## config.mk

```make
export PLATFORM = sky130hd
export DESIGN_NAME = dsmsel_top
export DESIGN_NICKNAME = d
export VERILOG_FILES = /design/src/common/dsmsel_pkg.sv /design/src/design/dsmsel_mod_mux.sv /design/src/design/dsmsel_car_mux.sv /design/src/design/dsmsel_top.sv
export VERILOG_INCLUDE_DIRS = /design/src /design/src/common
export SDC_FILE = /design/constraint.sdc
export NUM_CORES = 1
export LEC_CHECK = 0
export BUFFER_PORTS_ARGS = -buffer_cell sky130_fd_sc_hd__clkbuf_2
export CAP_MARGIN = 20
export CORE_ASPECT_RATIO = 0.75
export CORE_MARGIN = 4
export CORE_UTILIZATION = 49
export CTS_CLUSTER_SIZE = 16
export DETAILED_ROUTE_END_ITERATION = 6
export PLACE_DENSITY_LB_ADDON = 0.3
export SKIP_LAST_GASP = 1
export SYNTH_ARGS = -nofsm -noshare
export SYNTH_HDL_FRONTEND = slang
export SYNTH_SLANG_ARGS = --single-unit
```

## constraint.sdc

```tcl
create_clock -name mclk -period 1.7 [get_ports mclk]
set_clock_uncertainty 0.1 [all_clocks]
set_input_delay 0.17 -clock mclk [delete_from_list [all_inputs] [get_ports mclk]]
set_output_delay 0.17 -clock mclk [all_outputs]
set_load 0.05 [all_outputs]
```

## src/common/dsmsel_cfg.svh

```systemverilog
// Constants of the modulator source and high carrier selection block.
// Assumes inclusion by bare name from any file that needs them.
`ifndef DSMSEL_CFG_SVH
`define DSMSEL_CFG_SVH

// ----------------------------------------------------------------
// Register offsets
// ----------------------------------------------------------------
`define DSMSEL_OFS_SRC    4'h0
`define DSMSEL_OFS_CARH   4'h1
`define DSMSEL_OFS_CTRL   4'h2
`define DSMSEL_OFS_STAT   4'h3

// ----------------------------------------------------------------
// Field positions
// ----------------------------------------------------------------
`define DSMSEL_ODIS_BIT   7
`define DSMSEL_POL_BIT    6
`define DSMSEL_SYNC_BIT   5
`define DSMSEL_SEL_MSB    3
`define DSMSEL_SEL_LSB    0
`define DSMSEL_EN_BIT     7
`define DSMSEL_PBIT_BIT   0

// ----------------------------------------------------------------
// Reset values
// ----------------------------------------------------------------
`define DSMSEL_SRC_RST    8'h00
`define DSMSEL_CARH_RST   8'h00
`define DSMSEL_CTRL_RST   8'h00
`define DSMSEL_READ_NONE  8'h00

// ----------------------------------------------------------------
// Modulation source codes
// ----------------------------------------------------------------
`define DSMSEL_MS_PBIT    4'h0
`define DSMSEL_MS_PIN     4'h1
`define DSMSEL_MS_CCP     4'h2
`define DSMSEL_MS_CMP1    4'h6
`define DSMSEL_MS_CMP2    4'h7
`define DSMSEL_MS_SPI     4'h8
`define DSMSEL_MS_UART    4'hA

// ----------------------------------------------------------------
// High carrier codes
// ----------------------------------------------------------------
`define DSMSEL_CH_GND     4'h0
`define DSMSEL_CH_PIN1    4'h1
`define DSMSEL_CH_PIN2    4'h2
`define DSMSEL_CH_REFCLK  4'h3
`define DSMSEL_CH_CCP     4'h4

`endif

```

## src/common/dsmsel_pkg.sv

```systemverilog
// Types shared by the modulator source and high carrier selection block.
// Assumes the constants header is compiled alongside.
package dsmsel_pkg;

  // Register bus request, one cycle per strobe
  typedef struct packed {
    logic [3:0] addr;
    logic [7:0] wdata;
    logic       wr;
    logic       rd;
  } dsmsel_bus_t;

  // Modulation source register layout
  typedef struct packed {
    logic       mod_source_pin_drive_off;
    logic [2:0] unused;
    logic [3:0] mod_source_select;
  } dsmsel_src_t;

  // High carrier register layout
  typedef struct packed {
    logic       hi_carrier_pin_drive_off;
    logic       hi_carrier_invert;
    logic       hi_carrier_edge_sync;
    logic       unused;
    logic [3:0] hi_carrier_select;
  } dsmsel_carh_t;

  // On-chip peripheral outputs on the core clock, also used for pin drive control
  typedef struct packed {
    logic capture_compare_pwm_out;
    logic spi_serial_data_out;
    logic uart_tx;
    logic cmp1_out;
    logic cmp2_out;
    logic reference_clock_out;
  } dsmsel_periph_t;

  // Carrier in use by the mixer
  typedef enum logic [2:0] {
    ST_LOW  = 3'b001,
    ST_HIGH = 3'b010,
    ST_WAIT = 3'b100
  } dsmsel_state_t;

endpackage

```

## src/design/dsmsel_mod_mux.sv

```systemverilog
// Modulation source multiplexer.
// Assumes all inputs are already on the core clock.
`timescale 1ns/100ps
`include "dsmsel_cfg.svh"
module dsmsel_mod_mux #(
  parameter bit HAS_CMP2 = 1'b1              // Larger variant has comparator 2
) (
  input  wire logic                 [3:0] select,    // Effective source code
  input  wire logic                       prog_bit,  // Programmable bit
  input  wire logic                       pin,       // Synchronised input pin
  input  wire logic                       pwm_mode,  // Capture unit is in PWM mode
  input  wire dsmsel_pkg::dsmsel_periph_t per,       // Peripheral outputs
  output logic                            mod_raw    // Selected modulator
);
  import dsmsel_pkg::*;

  // Reserved codes give a steady low so nothing floats into the mixer
  always_comb begin
    case (select)
      `DSMSEL_MS_PBIT: mod_raw = prog_bit;
      `DSMSEL_MS_PIN:  mod_raw = pin;
      `DSMSEL_MS_CCP:  mod_raw = pwm_mode & per.capture_compare_pwm_out;
      `DSMSEL_MS_CMP1: mod_raw = per.cmp1_out;
      `DSMSEL_MS_CMP2: mod_raw = HAS_CMP2 & per.cmp2_out;
      `DSMSEL_MS_SPI:  mod_raw = per.spi_serial_data_out;
      `DSMSEL_MS_UART: mod_raw = per.uart_tx;
      default:         mod_raw = 1'b0;
    endcase
  end
endmodule

```

## src/design/dsmsel_car_mux.sv

```systemverilog
// High carrier multiplexer.
// Assumes all inputs are already on the core clock.
`timescale 1ns/100ps
`include "dsmsel_cfg.svh"
module dsmsel_car_mux (
  input  wire logic                 [3:0] select,    // Effective carrier code
  input  wire logic                       pin1,      // Synchronised carrier pin 1
  input  wire logic                       pin2,      // Synchronised carrier pin 2
  input  wire logic                       pwm_mode,  // Capture unit is in PWM mode
  input  wire dsmsel_pkg::dsmsel_periph_t per,       // Peripheral outputs
  output logic                            car_raw    // Selected carrier
);
  import dsmsel_pkg::*;

  // Ground and reserved codes both give low
  always_comb begin
    case (select)
      `DSMSEL_CH_PIN1:   car_raw = pin1;
      `DSMSEL_CH_PIN2:   car_raw = pin2;
      `DSMSEL_CH_REFCLK: car_raw = per.reference_clock_out;
      `DSMSEL_CH_CCP:    car_raw = pwm_mode & per.capture_compare_pwm_out;
      default:           car_raw = 1'b0;
    endcase
  end
endmodule

```

## src/design/dsmsel_top.sv

```systemverilog
// Modulator source and high carrier selection with carrier switching.
// Assumes pins and comparators are asynchronous; other inputs share mclk.
//
// Implementation choices: the register offsets and the plain strobed port.
`timescale 1ns/100ps
`include "dsmsel_cfg.svh"
module dsmsel_top #(
  parameter bit HAS_CMP2 = 1'b1                      // Larger variant has comparator 2
) (
  input  wire logic                       mclk,          // Core clock
  input  wire logic                       rst_n,         // Power-on reset, async
  input  wire logic                       ce,            // Clock enable, freezes all
  input  wire logic                       soft_reset,    // Other device reset, sync
  input  wire dsmsel_pkg::dsmsel_bus_t    bus,           // Register request
  output logic                      [7:0] rdata,         // Read data, cycle after rd
  input  wire logic                       mod_input_pin, // Modulator input pin
  input  wire logic                       carrier_input_pin_1, // Carrier pin 1
  input  wire logic                       carrier_input_pin_2, // Carrier pin 2
  input  wire logic                       cmp1_async,    // Comparator 1 output
  input  wire logic                       cmp2_async,    // Comparator 2 output
  input  wire dsmsel_pkg::dsmsel_periph_t per,           // Same-clock peripherals
  input  wire logic                       pwm_mode,      // Capture unit in PWM mode
  input  wire logic                       carrier_low,   // Selected low carrier
  output logic                            mod_signal,    // Selected modulator
  output logic                            hi_carrier,    // Selected high carrier
  output logic                            mod_out,       // Mixed carrier stream
  output dsmsel_pkg::dsmsel_periph_t      pin_drive_off  // Per peripheral pin release
);
  import dsmsel_pkg::*;

  // ----------------------------------------------------------------
  // Declarations
  // ----------------------------------------------------------------
  localparam int NSYNC = 5;
  dsmsel_src_t        src_reg;
  dsmsel_carh_t       carh_reg;
  logic               module_enable_bit;
  logic               programmable_mod_bit;
  logic [NSYNC-1:0]   async_in;
  logic [NSYNC-1:0]   sync_meta;
  logic [NSYNC-1:0]   sync_q;
  dsmsel_periph_t     per_eff;
  logic [3:0]         src_sel_eff;
  logic [3:0]         carh_sel_eff;
  logic               mod_raw;
  logic               car_raw;
  logic               lo_q;
  logic               hi_prev;
  logic               hi_fall;
  dsmsel_state_t      state;
  dsmsel_state_t      next_state;

  // Select hit gated by the pin release bit and the module enable
  function automatic logic off_hit(input logic en, input logic odis,
                                   input logic [3:0] sel, input logic [3:0] code);
    off_hit = en & odis & (sel == code);
  endfunction

  // ----------------------------------------------------------------
  // Input synchronisers
  // ----------------------------------------------------------------
  assign async_in = {cmp2_async, cmp1_async, carrier_input_pin_2,
                     carrier_input_pin_1, mod_input_pin};

  // Two stages per line; only the second stage is read downstream
  generate
    for (genvar gi = 0; gi < NSYNC; gi++) begin : g_sync
      always_ff @(posedge mclk or negedge rst_n) begin
        if (!rst_n) begin
          sync_meta[gi] <= 1'b0;
          sync_q[gi]    <= 1'b0;
        end else if (ce) begin
          sync_meta[gi] <= async_in[gi];
          sync_q[gi]    <= sync_meta[gi];
        end
      end
    end
  endgenerate

  // Comparators arrive unsynchronised, so take their cleaned copies
  always_comb begin
    per_eff          = per;
    per_eff.cmp1_out = sync_q[3];
    per_eff.cmp2_out = sync_q[4];
  end

  // ----------------------------------------------------------------
  // Select registers
  // ----------------------------------------------------------------
  // Only power-on reset clears them; the other reset leaves them intact
  always_ff @(posedge mclk or negedge rst_n) begin
    if (!rst_n) begin
      src_reg  <= `DSMSEL_SRC_RST;
      carh_reg <= `DSMSEL_CARH_RST;
    end else if (ce && bus.wr) begin
      if (bus.addr == `DSMSEL_OFS_SRC) begin
        src_reg.mod_source_pin_drive_off <= bus.wdata[`DSMSEL_ODIS_BIT];
        src_reg.mod_source_select <= bus.wdata[`DSMSEL_SEL_MSB:`DSMSEL_SEL_LSB];
      end
      if (bus.addr == `DSMSEL_OFS_CARH) begin
        carh_reg.hi_carrier_pin_drive_off <= bus.wdata[`DSMSEL_ODIS_BIT];
        carh_reg.hi_carrier_invert        <= bus.wdata[`DSMSEL_POL_BIT];
        carh_reg.hi_carrier_edge_sync     <= bus.wdata[`DSMSEL_SYNC_BIT];
        carh_reg.hi_carrier_select <= bus.wdata[`DSMSEL_SEL_MSB:`DSMSEL_SEL_LSB];
      end
    end
  end

  // Control register: any reset disables the module
  always_ff @(posedge mclk or negedge rst_n) begin
    if (!rst_n) begin
      module_enable_bit    <= 1'b0;
      programmable_mod_bit <= 1'b0;
    end else if (ce) begin
      if (soft_reset) begin
        module_enable_bit    <= 1'b0;
        programmable_mod_bit <= 1'b0;
      end else if (bus.wr && bus.addr == `DSMSEL_OFS_CTRL) begin
        module_enable_bit    <= bus.wdata[`DSMSEL_EN_BIT];
        programmable_mod_bit <= bus.wdata[`DSMSEL_PBIT_BIT];
      end
    end
  end

  // ----------------------------------------------------------------
  // Read port
  // ----------------------------------------------------------------
  // Unused field bits were never stored, so they read back as zero
  always_ff @(posedge mclk or negedge rst_n) begin
    if (!rst_n) begin
      rdata <= `DSMSEL_READ_NONE;
    end else if (ce) begin
      if (!bus.rd) begin
        rdata <= `DSMSEL_READ_NONE;
      end else begin
        case (bus.addr)
          `DSMSEL_OFS_SRC:  rdata <= {src_reg.mod_source_pin_drive_off, 3'h0,
                                      src_reg.mod_source_select};
          `DSMSEL_OFS_CARH: rdata <= {carh_reg.hi_carrier_pin_drive_off,
                                      carh_reg.hi_carrier_invert,
                                      carh_reg.hi_carrier_edge_sync, 1'b0,
                                      carh_reg.hi_carrier_select};
          `DSMSEL_OFS_CTRL: rdata <= {module_enable_bit, 6'h00, programmable_mod_bit};
          `DSMSEL_OFS_STAT: rdata <= {3'h0, state == ST_WAIT, mod_out,
                                      state != ST_LOW, hi_carrier, mod_signal};
          default:          rdata <= `DSMSEL_READ_NONE;
        endcase
      end
    end
  end

  // ----------------------------------------------------------------
  // Source selection
  // ----------------------------------------------------------------
  // Disabled module falls back to the programmable bit and to ground,
  // while the stored selections stay untouched for re-enabling
  assign src_sel_eff  = module_enable_bit ? src_reg.mod_source_select
                                          : `DSMSEL_MS_PBIT;
  assign carh_sel_eff = module_enable_bit ? carh_reg.hi_carrier_select
                                          : `DSMSEL_CH_GND;

  dsmsel_mod_mux #(
    .HAS_CMP2 (HAS_CMP2)
  ) u_mod_mux (
    .select   (src_sel_eff),
    .prog_bit (programmable_mod_bit),
    .pin      (sync_q[0]),
    .pwm_mode (pwm_mode),
    .per      (per_eff),
    .mod_raw  (mod_raw)
  );

  dsmsel_car_mux u_car_mux (
    .select   (carh_sel_eff),
    .pin1     (sync_q[1]),
    .pin2     (sync_q[2]),
    .pwm_mode (pwm_mode),
    .per      (per_eff),
    .car_raw  (car_raw)
  );

  // Selected signals are registered so the mixer sees aligned inputs
  always_ff @(posedge mclk or negedge rst_n) begin
    if (!rst_n) begin
      mod_signal <= 1'b0;
      hi_carrier <= 1'b0;
      lo_q       <= 1'b0;
      hi_prev    <= 1'b0;
    end else if (ce) begin
      mod_signal <= mod_raw;
      hi_carrier <= module_enable_bit & (car_raw ^ carh_reg.hi_carrier_invert);
      lo_q       <= module_enable_bit & carrier_low;
      hi_prev    <= hi_carrier;
    end
  end

  // ----------------------------------------------------------------
  // Carrier switching
  // ----------------------------------------------------------------
  assign hi_fall = hi_prev & ~hi_carrier;

  // The wait state lets the running high pulse finish instead of clipping it
  always_comb begin
    case (state)
      ST_LOW: begin
        next_state = mod_signal ? ST_HIGH : ST_LOW;
      end
      ST_HIGH: begin
        if (mod_signal) begin
          next_state = ST_HIGH;
        end else if (carh_reg.hi_carrier_edge_sync) begin
          next_state = ST_WAIT;
        end else begin
          next_state = ST_LOW;
        end
      end
      ST_WAIT: begin
        if (mod_signal) begin
          next_state = ST_HIGH;
        end else if (hi_fall || !carh_reg.hi_carrier_edge_sync) begin
          next_state = ST_LOW;
        end else begin
          next_state = ST_WAIT;
        end
      end
      default: begin
        next_state = ST_LOW;
      end
    endcase
  end

  always_ff @(posedge mclk or negedge rst_n) begin
    if (!rst_n) begin
      state <= ST_LOW;
    end else if (ce) begin
      state <= soft_reset ? ST_LOW : next_state;
    end
  end

  // Mixer output follows the carrier chosen for the next cycle
  always_ff @(posedge mclk or negedge rst_n) begin
    if (!rst_n) begin
      mod_out <= 1'b0;
    end else if (ce) begin
      mod_out <= (next_state == ST_LOW) ? lo_q : hi_carrier;
    end
  end

  // ----------------------------------------------------------------
  // Peripheral pin drive release
  // ----------------------------------------------------------------
  // A peripheral keeps its pin unless it is the selected source or high carrier and released
  always_ff @(posedge mclk or negedge rst_n) begin
    if (!rst_n) begin
      pin_drive_off <= '0;
    end else if (ce) begin
      pin_drive_off.capture_compare_pwm_out <=
        off_hit(module_enable_bit, src_reg.mod_source_pin_drive_off,
                src_reg.mod_source_select, `DSMSEL_MS_CCP) |
        off_hit(module_enable_bit, carh_reg.hi_carrier_pin_drive_off,
                carh_reg.hi_carrier_select, `DSMSEL_CH_CCP);
      pin_drive_off.spi_serial_data_out <= off_hit(module_enable_bit,
        src_reg.mod_source_pin_drive_off, src_reg.mod_source_select, `DSMSEL_MS_SPI);
      pin_drive_off.uart_tx <= off_hit(module_enable_bit,
        src_reg.mod_source_pin_drive_off, src_reg.mod_source_select, `DSMSEL_MS_UART);
      pin_drive_off.cmp1_out <= off_hit(module_enable_bit,
        src_reg.mod_source_pin_drive_off, src_reg.mod_source_select, `DSMSEL_MS_CMP1);
      pin_drive_off.cmp2_out <= HAS_CMP2 & off_hit(module_enable_bit,
        src_reg.mod_source_pin_drive_off, src_reg.mod_source_select, `DSMSEL_MS_CMP2);
      pin_drive_off.reference_clock_out <= off_hit(module_enable_bit,
        carh_reg.hi_carrier_pin_drive_off, carh_reg.hi_carrier_select,
        `DSMSEL_CH_REFCLK);
    end
  end

  // ----------------------------------------------------------------
  // Assertions
  // ----------------------------------------------------------------
  a_src_pin_off: assert property (
    @(posedge mclk) disable iff (!rst_n)
    (ce && module_enable_bit && src_reg.mod_source_select == `DSMSEL_MS_UART)
    |=> (pin_drive_off.uart_tx == $past(src_reg.mod_source_pin_drive_off)))
    else $error("uart pin release does not follow source disable bit");

  a_src_read_zero: assert property (
    @(posedge mclk) disable iff (!rst_n)
    (ce && bus.rd && bus.addr == `DSMSEL_OFS_SRC)
    |=> (rdata[6:4] == 3'h0 && rdata[3:0] == $past(src_reg.mod_source_select)))
    else $error("source read data wrong");

  a_mod_pin_route: assert property (
    @(posedge mclk) disable iff (!rst_n)
    (ce && module_enable_bit && src_reg.mod_source_select == `DSMSEL_MS_PIN)
    |=> (mod_signal == $past(sync_q[0])))
    else $error("modulator does not follow input pin");

  a_mod_spi_route: assert property (
    @(posedge mclk) disable iff (!rst_n)
    (ce && module_enable_bit && src_reg.mod_source_select == `DSMSEL_MS_SPI)
    |=> (mod_signal == $past(per.spi_serial_data_out)))
    else $error("modulator does not follow spi data");

  a_mod_rsvd_low: assert property (
    @(posedge mclk) disable iff (!rst_n)
    (ce && module_enable_bit && src_reg.mod_source_select inside {4'h3, 4'h4, 4'h5,
      4'h9, 4'hB, 4'hC, 4'hD, 4'hE, 4'hF}) |=> !mod_signal)
    else $error("reserved source code drives modulator");

  a_carh_invert: assert property (
    @(posedge mclk) disable iff (!rst_n)
    (ce && module_enable_bit && carh_reg.hi_carrier_select == `DSMSEL_CH_PIN1)
    |=> (hi_carrier == ($past(sync_q[1]) ^ $past(carh_reg.hi_carrier_invert))))
    else $error("high carrier polarity wrong");

  a_sync_wait: assert property (
    @(posedge mclk) disable iff (!rst_n)
    (ce && !soft_reset && state == ST_HIGH && !mod_signal &&
     carh_reg.hi_carrier_edge_sync) |=> (state == ST_WAIT))
    else $error("synchronised switch did not wait");

  a_nosync_switch: assert property (
    @(posedge mclk) disable iff (!rst_n)
    (ce && state == ST_HIGH && !mod_signal && !carh_reg.hi_carrier_edge_sync)
    |=> (state == ST_LOW))
    else $error("unsynchronised switch delayed");

  a_refclk_route: assert property (
    @(posedge mclk) disable iff (!rst_n)
    (ce && module_enable_bit && carh_reg.hi_carrier_select == `DSMSEL_CH_REFCLK &&
     !carh_reg.hi_carrier_invert) |=> (hi_carrier == $past(per.reference_clock_out)))
    else $error("high carrier does not follow reference clock");

  a_regs_hold: assert property (
    @(posedge mclk) disable iff (!rst_n)
    (soft_reset && !bus.wr) |=> (src_reg == $past(src_reg) && carh_reg == $past(carh_reg)))
    else $error("select registers changed on soft reset");

  a_low_mix: assert property (
    @(posedge mclk) disable iff (!rst_n)
    (ce && !soft_reset && state == ST_LOW && !mod_signal) |=> (mod_out == $past(lo_q)))
    else $error("low carrier not mixed while modulator low");

  a_disabled_gnd: assert property (
    @(posedge mclk) disable iff (!rst_n)
    (ce && !module_enable_bit)
    |=> (!hi_carrier && !lo_q && mod_signal == $past(programmable_mod_bit)))
    else $error("disabled module not forced to ground");

endmodule

```

==> metrics.csv <==
metric,value,unit
syn_nets,223,
core-area,0.00444,mm²
n_antenna_cell,0,
dp_hpwl,3830,µm
hp-class,primary input to register,
start_util,50.7,%
grt_max_degree,20,
yosys.area_share.simple,15.5,%
setup_ws,-0.141,ns
route.met3.wl,287,µm
synth.cell_area,0.00225,mm²
nFillCells,386,
drt_first_pass_iters,4,
finalCriticalPeriod,1.84,ns
synth_ff_type,dfrtp_1,
synthCells,192,
async_reset_ff_share,100,%
final_cell_mix,"44 x dfrtp_1, 44 x clkbuf_2, 23 x mux2_2",
drt_wl_total,5260,µm
worstSetupPathType,register to register,
drt-met1-wl,2630,µm
nets,287,
top_layer,met4,
first_iter_violations,120,
synth_compound_area_share,13.5,%
drc,0,
ys_types,46,
seq_area_frac_synth,51.2,%
setup_violations,2,
fmax,543,MHz
power.leakage,1.30,nW
grt_pass1_vias,1768,
die_w,86.2,µm
status,"finished, violations left",
yosysWarnings,0,
die-area,0.00575,mm²
insertion_delay,0.30,ns
path_cells,nor4bb_2 -> or4_4 -> or2_4 -> o311ai_2,
rsz0062_at_grt,yes,
synth_fa_ha_area_share,0,%
critPathArrivalTime,1.95,ns
fin_util,63.1,%
syn_avg_cell_area,11.7,µm²
pin_count,48,
synth.area.mux_share,15.7,%
pre_cts_ws,-0.114,ns
synth_top_family_by_area,multiplexers,
ys_top_cells_by_area,"dfrtp_1 50%, mux2_2 12%, o2bb2ai_1 3.9%, mux2i_1 2.2%, nor2_1 2.0%",
grt_pass1_wl,8920,µm
finalHoldViolCount,0,
cpPeakStageDelay,0.59,ns
path_clk_slew,0.09,ns
dr_wl_met2,2300,µm
wl_per_cell,16.8,µm
slew_headroom,67.3,%
violations,setup timing,
grt.total_usage,20.3,%
numPortBuffers,44,
power_density,911,mW/mm²
synthToLayoutAreaGrowth,24.5,%
clockBufferDepth,2,
ant_nets,0,
setup.worst_path.end_class,register,
dr_total_vias,1770,
multiInputGateArea,0.00102,mm²
grt_overflow,0,
synth_edf_count,0,
grt_antenna_before_repair,0,
crit_required,1.81,ns
h-tree-depth,2,
largest_reg_flops,8,
fin_crit_sh,108,%
drive_gt1_share,39.3,%
crit_fanout,7,
crit_path_start_kind,register,
seqCellArea,0.00115,mm²
cts_sinks,46,
ys_ff_latch,46,
cts_buffers,5,
maxCapViolCount,0,
cp_slowest_cell,dfstp_2,
die_height,66.7,µm
vdd_drop_max,0.000670,V
yosysTopAreaCell,dfrtp_1,
synth_xor_area_share,0,%
tightest_slew,0.487,ns
cts-root-buf,clkbuf_8,
gp_congestion,0.914,
synth_top_area_share,50.1,%
post_cts_buffers,0,
cts_tree,done,
drv_slew,0,
rows,21,
via_per_inst,5.64,
## timing repair
item / 4_1_cts / 5_1_grt
setup endpoints to repair: 2 / 4
cloned: 0 / 0
hold buffers: 4 / 2
hold endpoints to repair: 20 / 2
resized for setup: 1 / 2
pin swaps: 2 / 0
## critical path, delay by kind of cell, from the launching register on
family | cells | cell delay [ns]
simple gates | 3 | 0.85
flops | 1 | 0.59
compound gates | 1 | 0.20
## per-layer routing
metal	vias up	track usage, %
li1	853	-
met1	859	29.4
met2	50	29.7
met3	8	5.32
met4	0	6.03
met5	-	0
## path summary, 6_finish.rpt
path,start,end,slack (ns),cells past startpoint
worst min-delay path,bus[5],src_reg[3]$_DFFE_PN0P_,0.007,2
max in group asynchronous,rst_n,state[0]$_DFFE_PN1P_,0.64,3
worst max-delay path,state[0]$_DFFE_PN1P_,mod_out$_DFFE_PN0P_,-0.14,4
worst max register to register,state[0]$_DFFE_PN1P_,mod_out$_DFFE_PN0P_,-0.14,4
worst min register to register,rdata[4]$_DFFE_PN0P_,rdata[4]$_DFFE_PN0P_,0.39,1
min in group asynchronous,rst_n,rdata[0]$_DFFE_PN0P_,0.25,2
## logic make-up (layout without fill, tap and decap cells)
group,count (synthesis),after routing
AOI/OAI and AO/OA,39,39
buffers and inverters,19,84
DFF,46,46
muxes,31,31
and+or+nand+nor,57,57
## power by group
part           total, mW  switching [mW]  internal [mW]  leakage (nW)
clock network      0.797           0.357          0.440        0.0524
logic              0.456           0.220          0.236         0.653
registers           1.30           0.104           1.19         0.597
total               2.55           0.680           1.87          1.30
## metrics by stage
stage	TNS (ns)	power [mW]	area, µm²	hold slack [ns]	std cells
floorplan	-0.200	1.57	2250	-0.226	192
global placement	-0.119	1.74	2620	0.0409	300
detailed placement	-0.175	1.75	2620	0.0415	300
CTS	-0.161	2.56	2770	0.00251	312
global route	-0.376	2.69	2800	0.00872	314
finish	-0.198	2.55	2800	0.00705	314
## cell usage after synthesis (3+ instances only)
library cell  count
inv_1             6
mux2i_1           5
mux2_2           23
nand3_1           5
nand2_1           8
a22o_1            5
o2bb2ai_1        10
nor2b_1           5
nand3b_1          3
nor3b_1           4
a31oi_1           7
o21ai_0           4
nor2_1           12
clkbuf_1          8
nor4bb_1          4
and3_1            3
dfrtp_1          45
## layout make-up
cell class,instances,share of cell area (%)
flip-flops and latches,46,41.2
multi-input cells,127,36.4
repair buffers,69,15.1
clock buffers,7,2.73
well taps,57,2.55
clock inverters,1,1.07
inverters,7,0.938
Power figures use the tool's default switching activity.
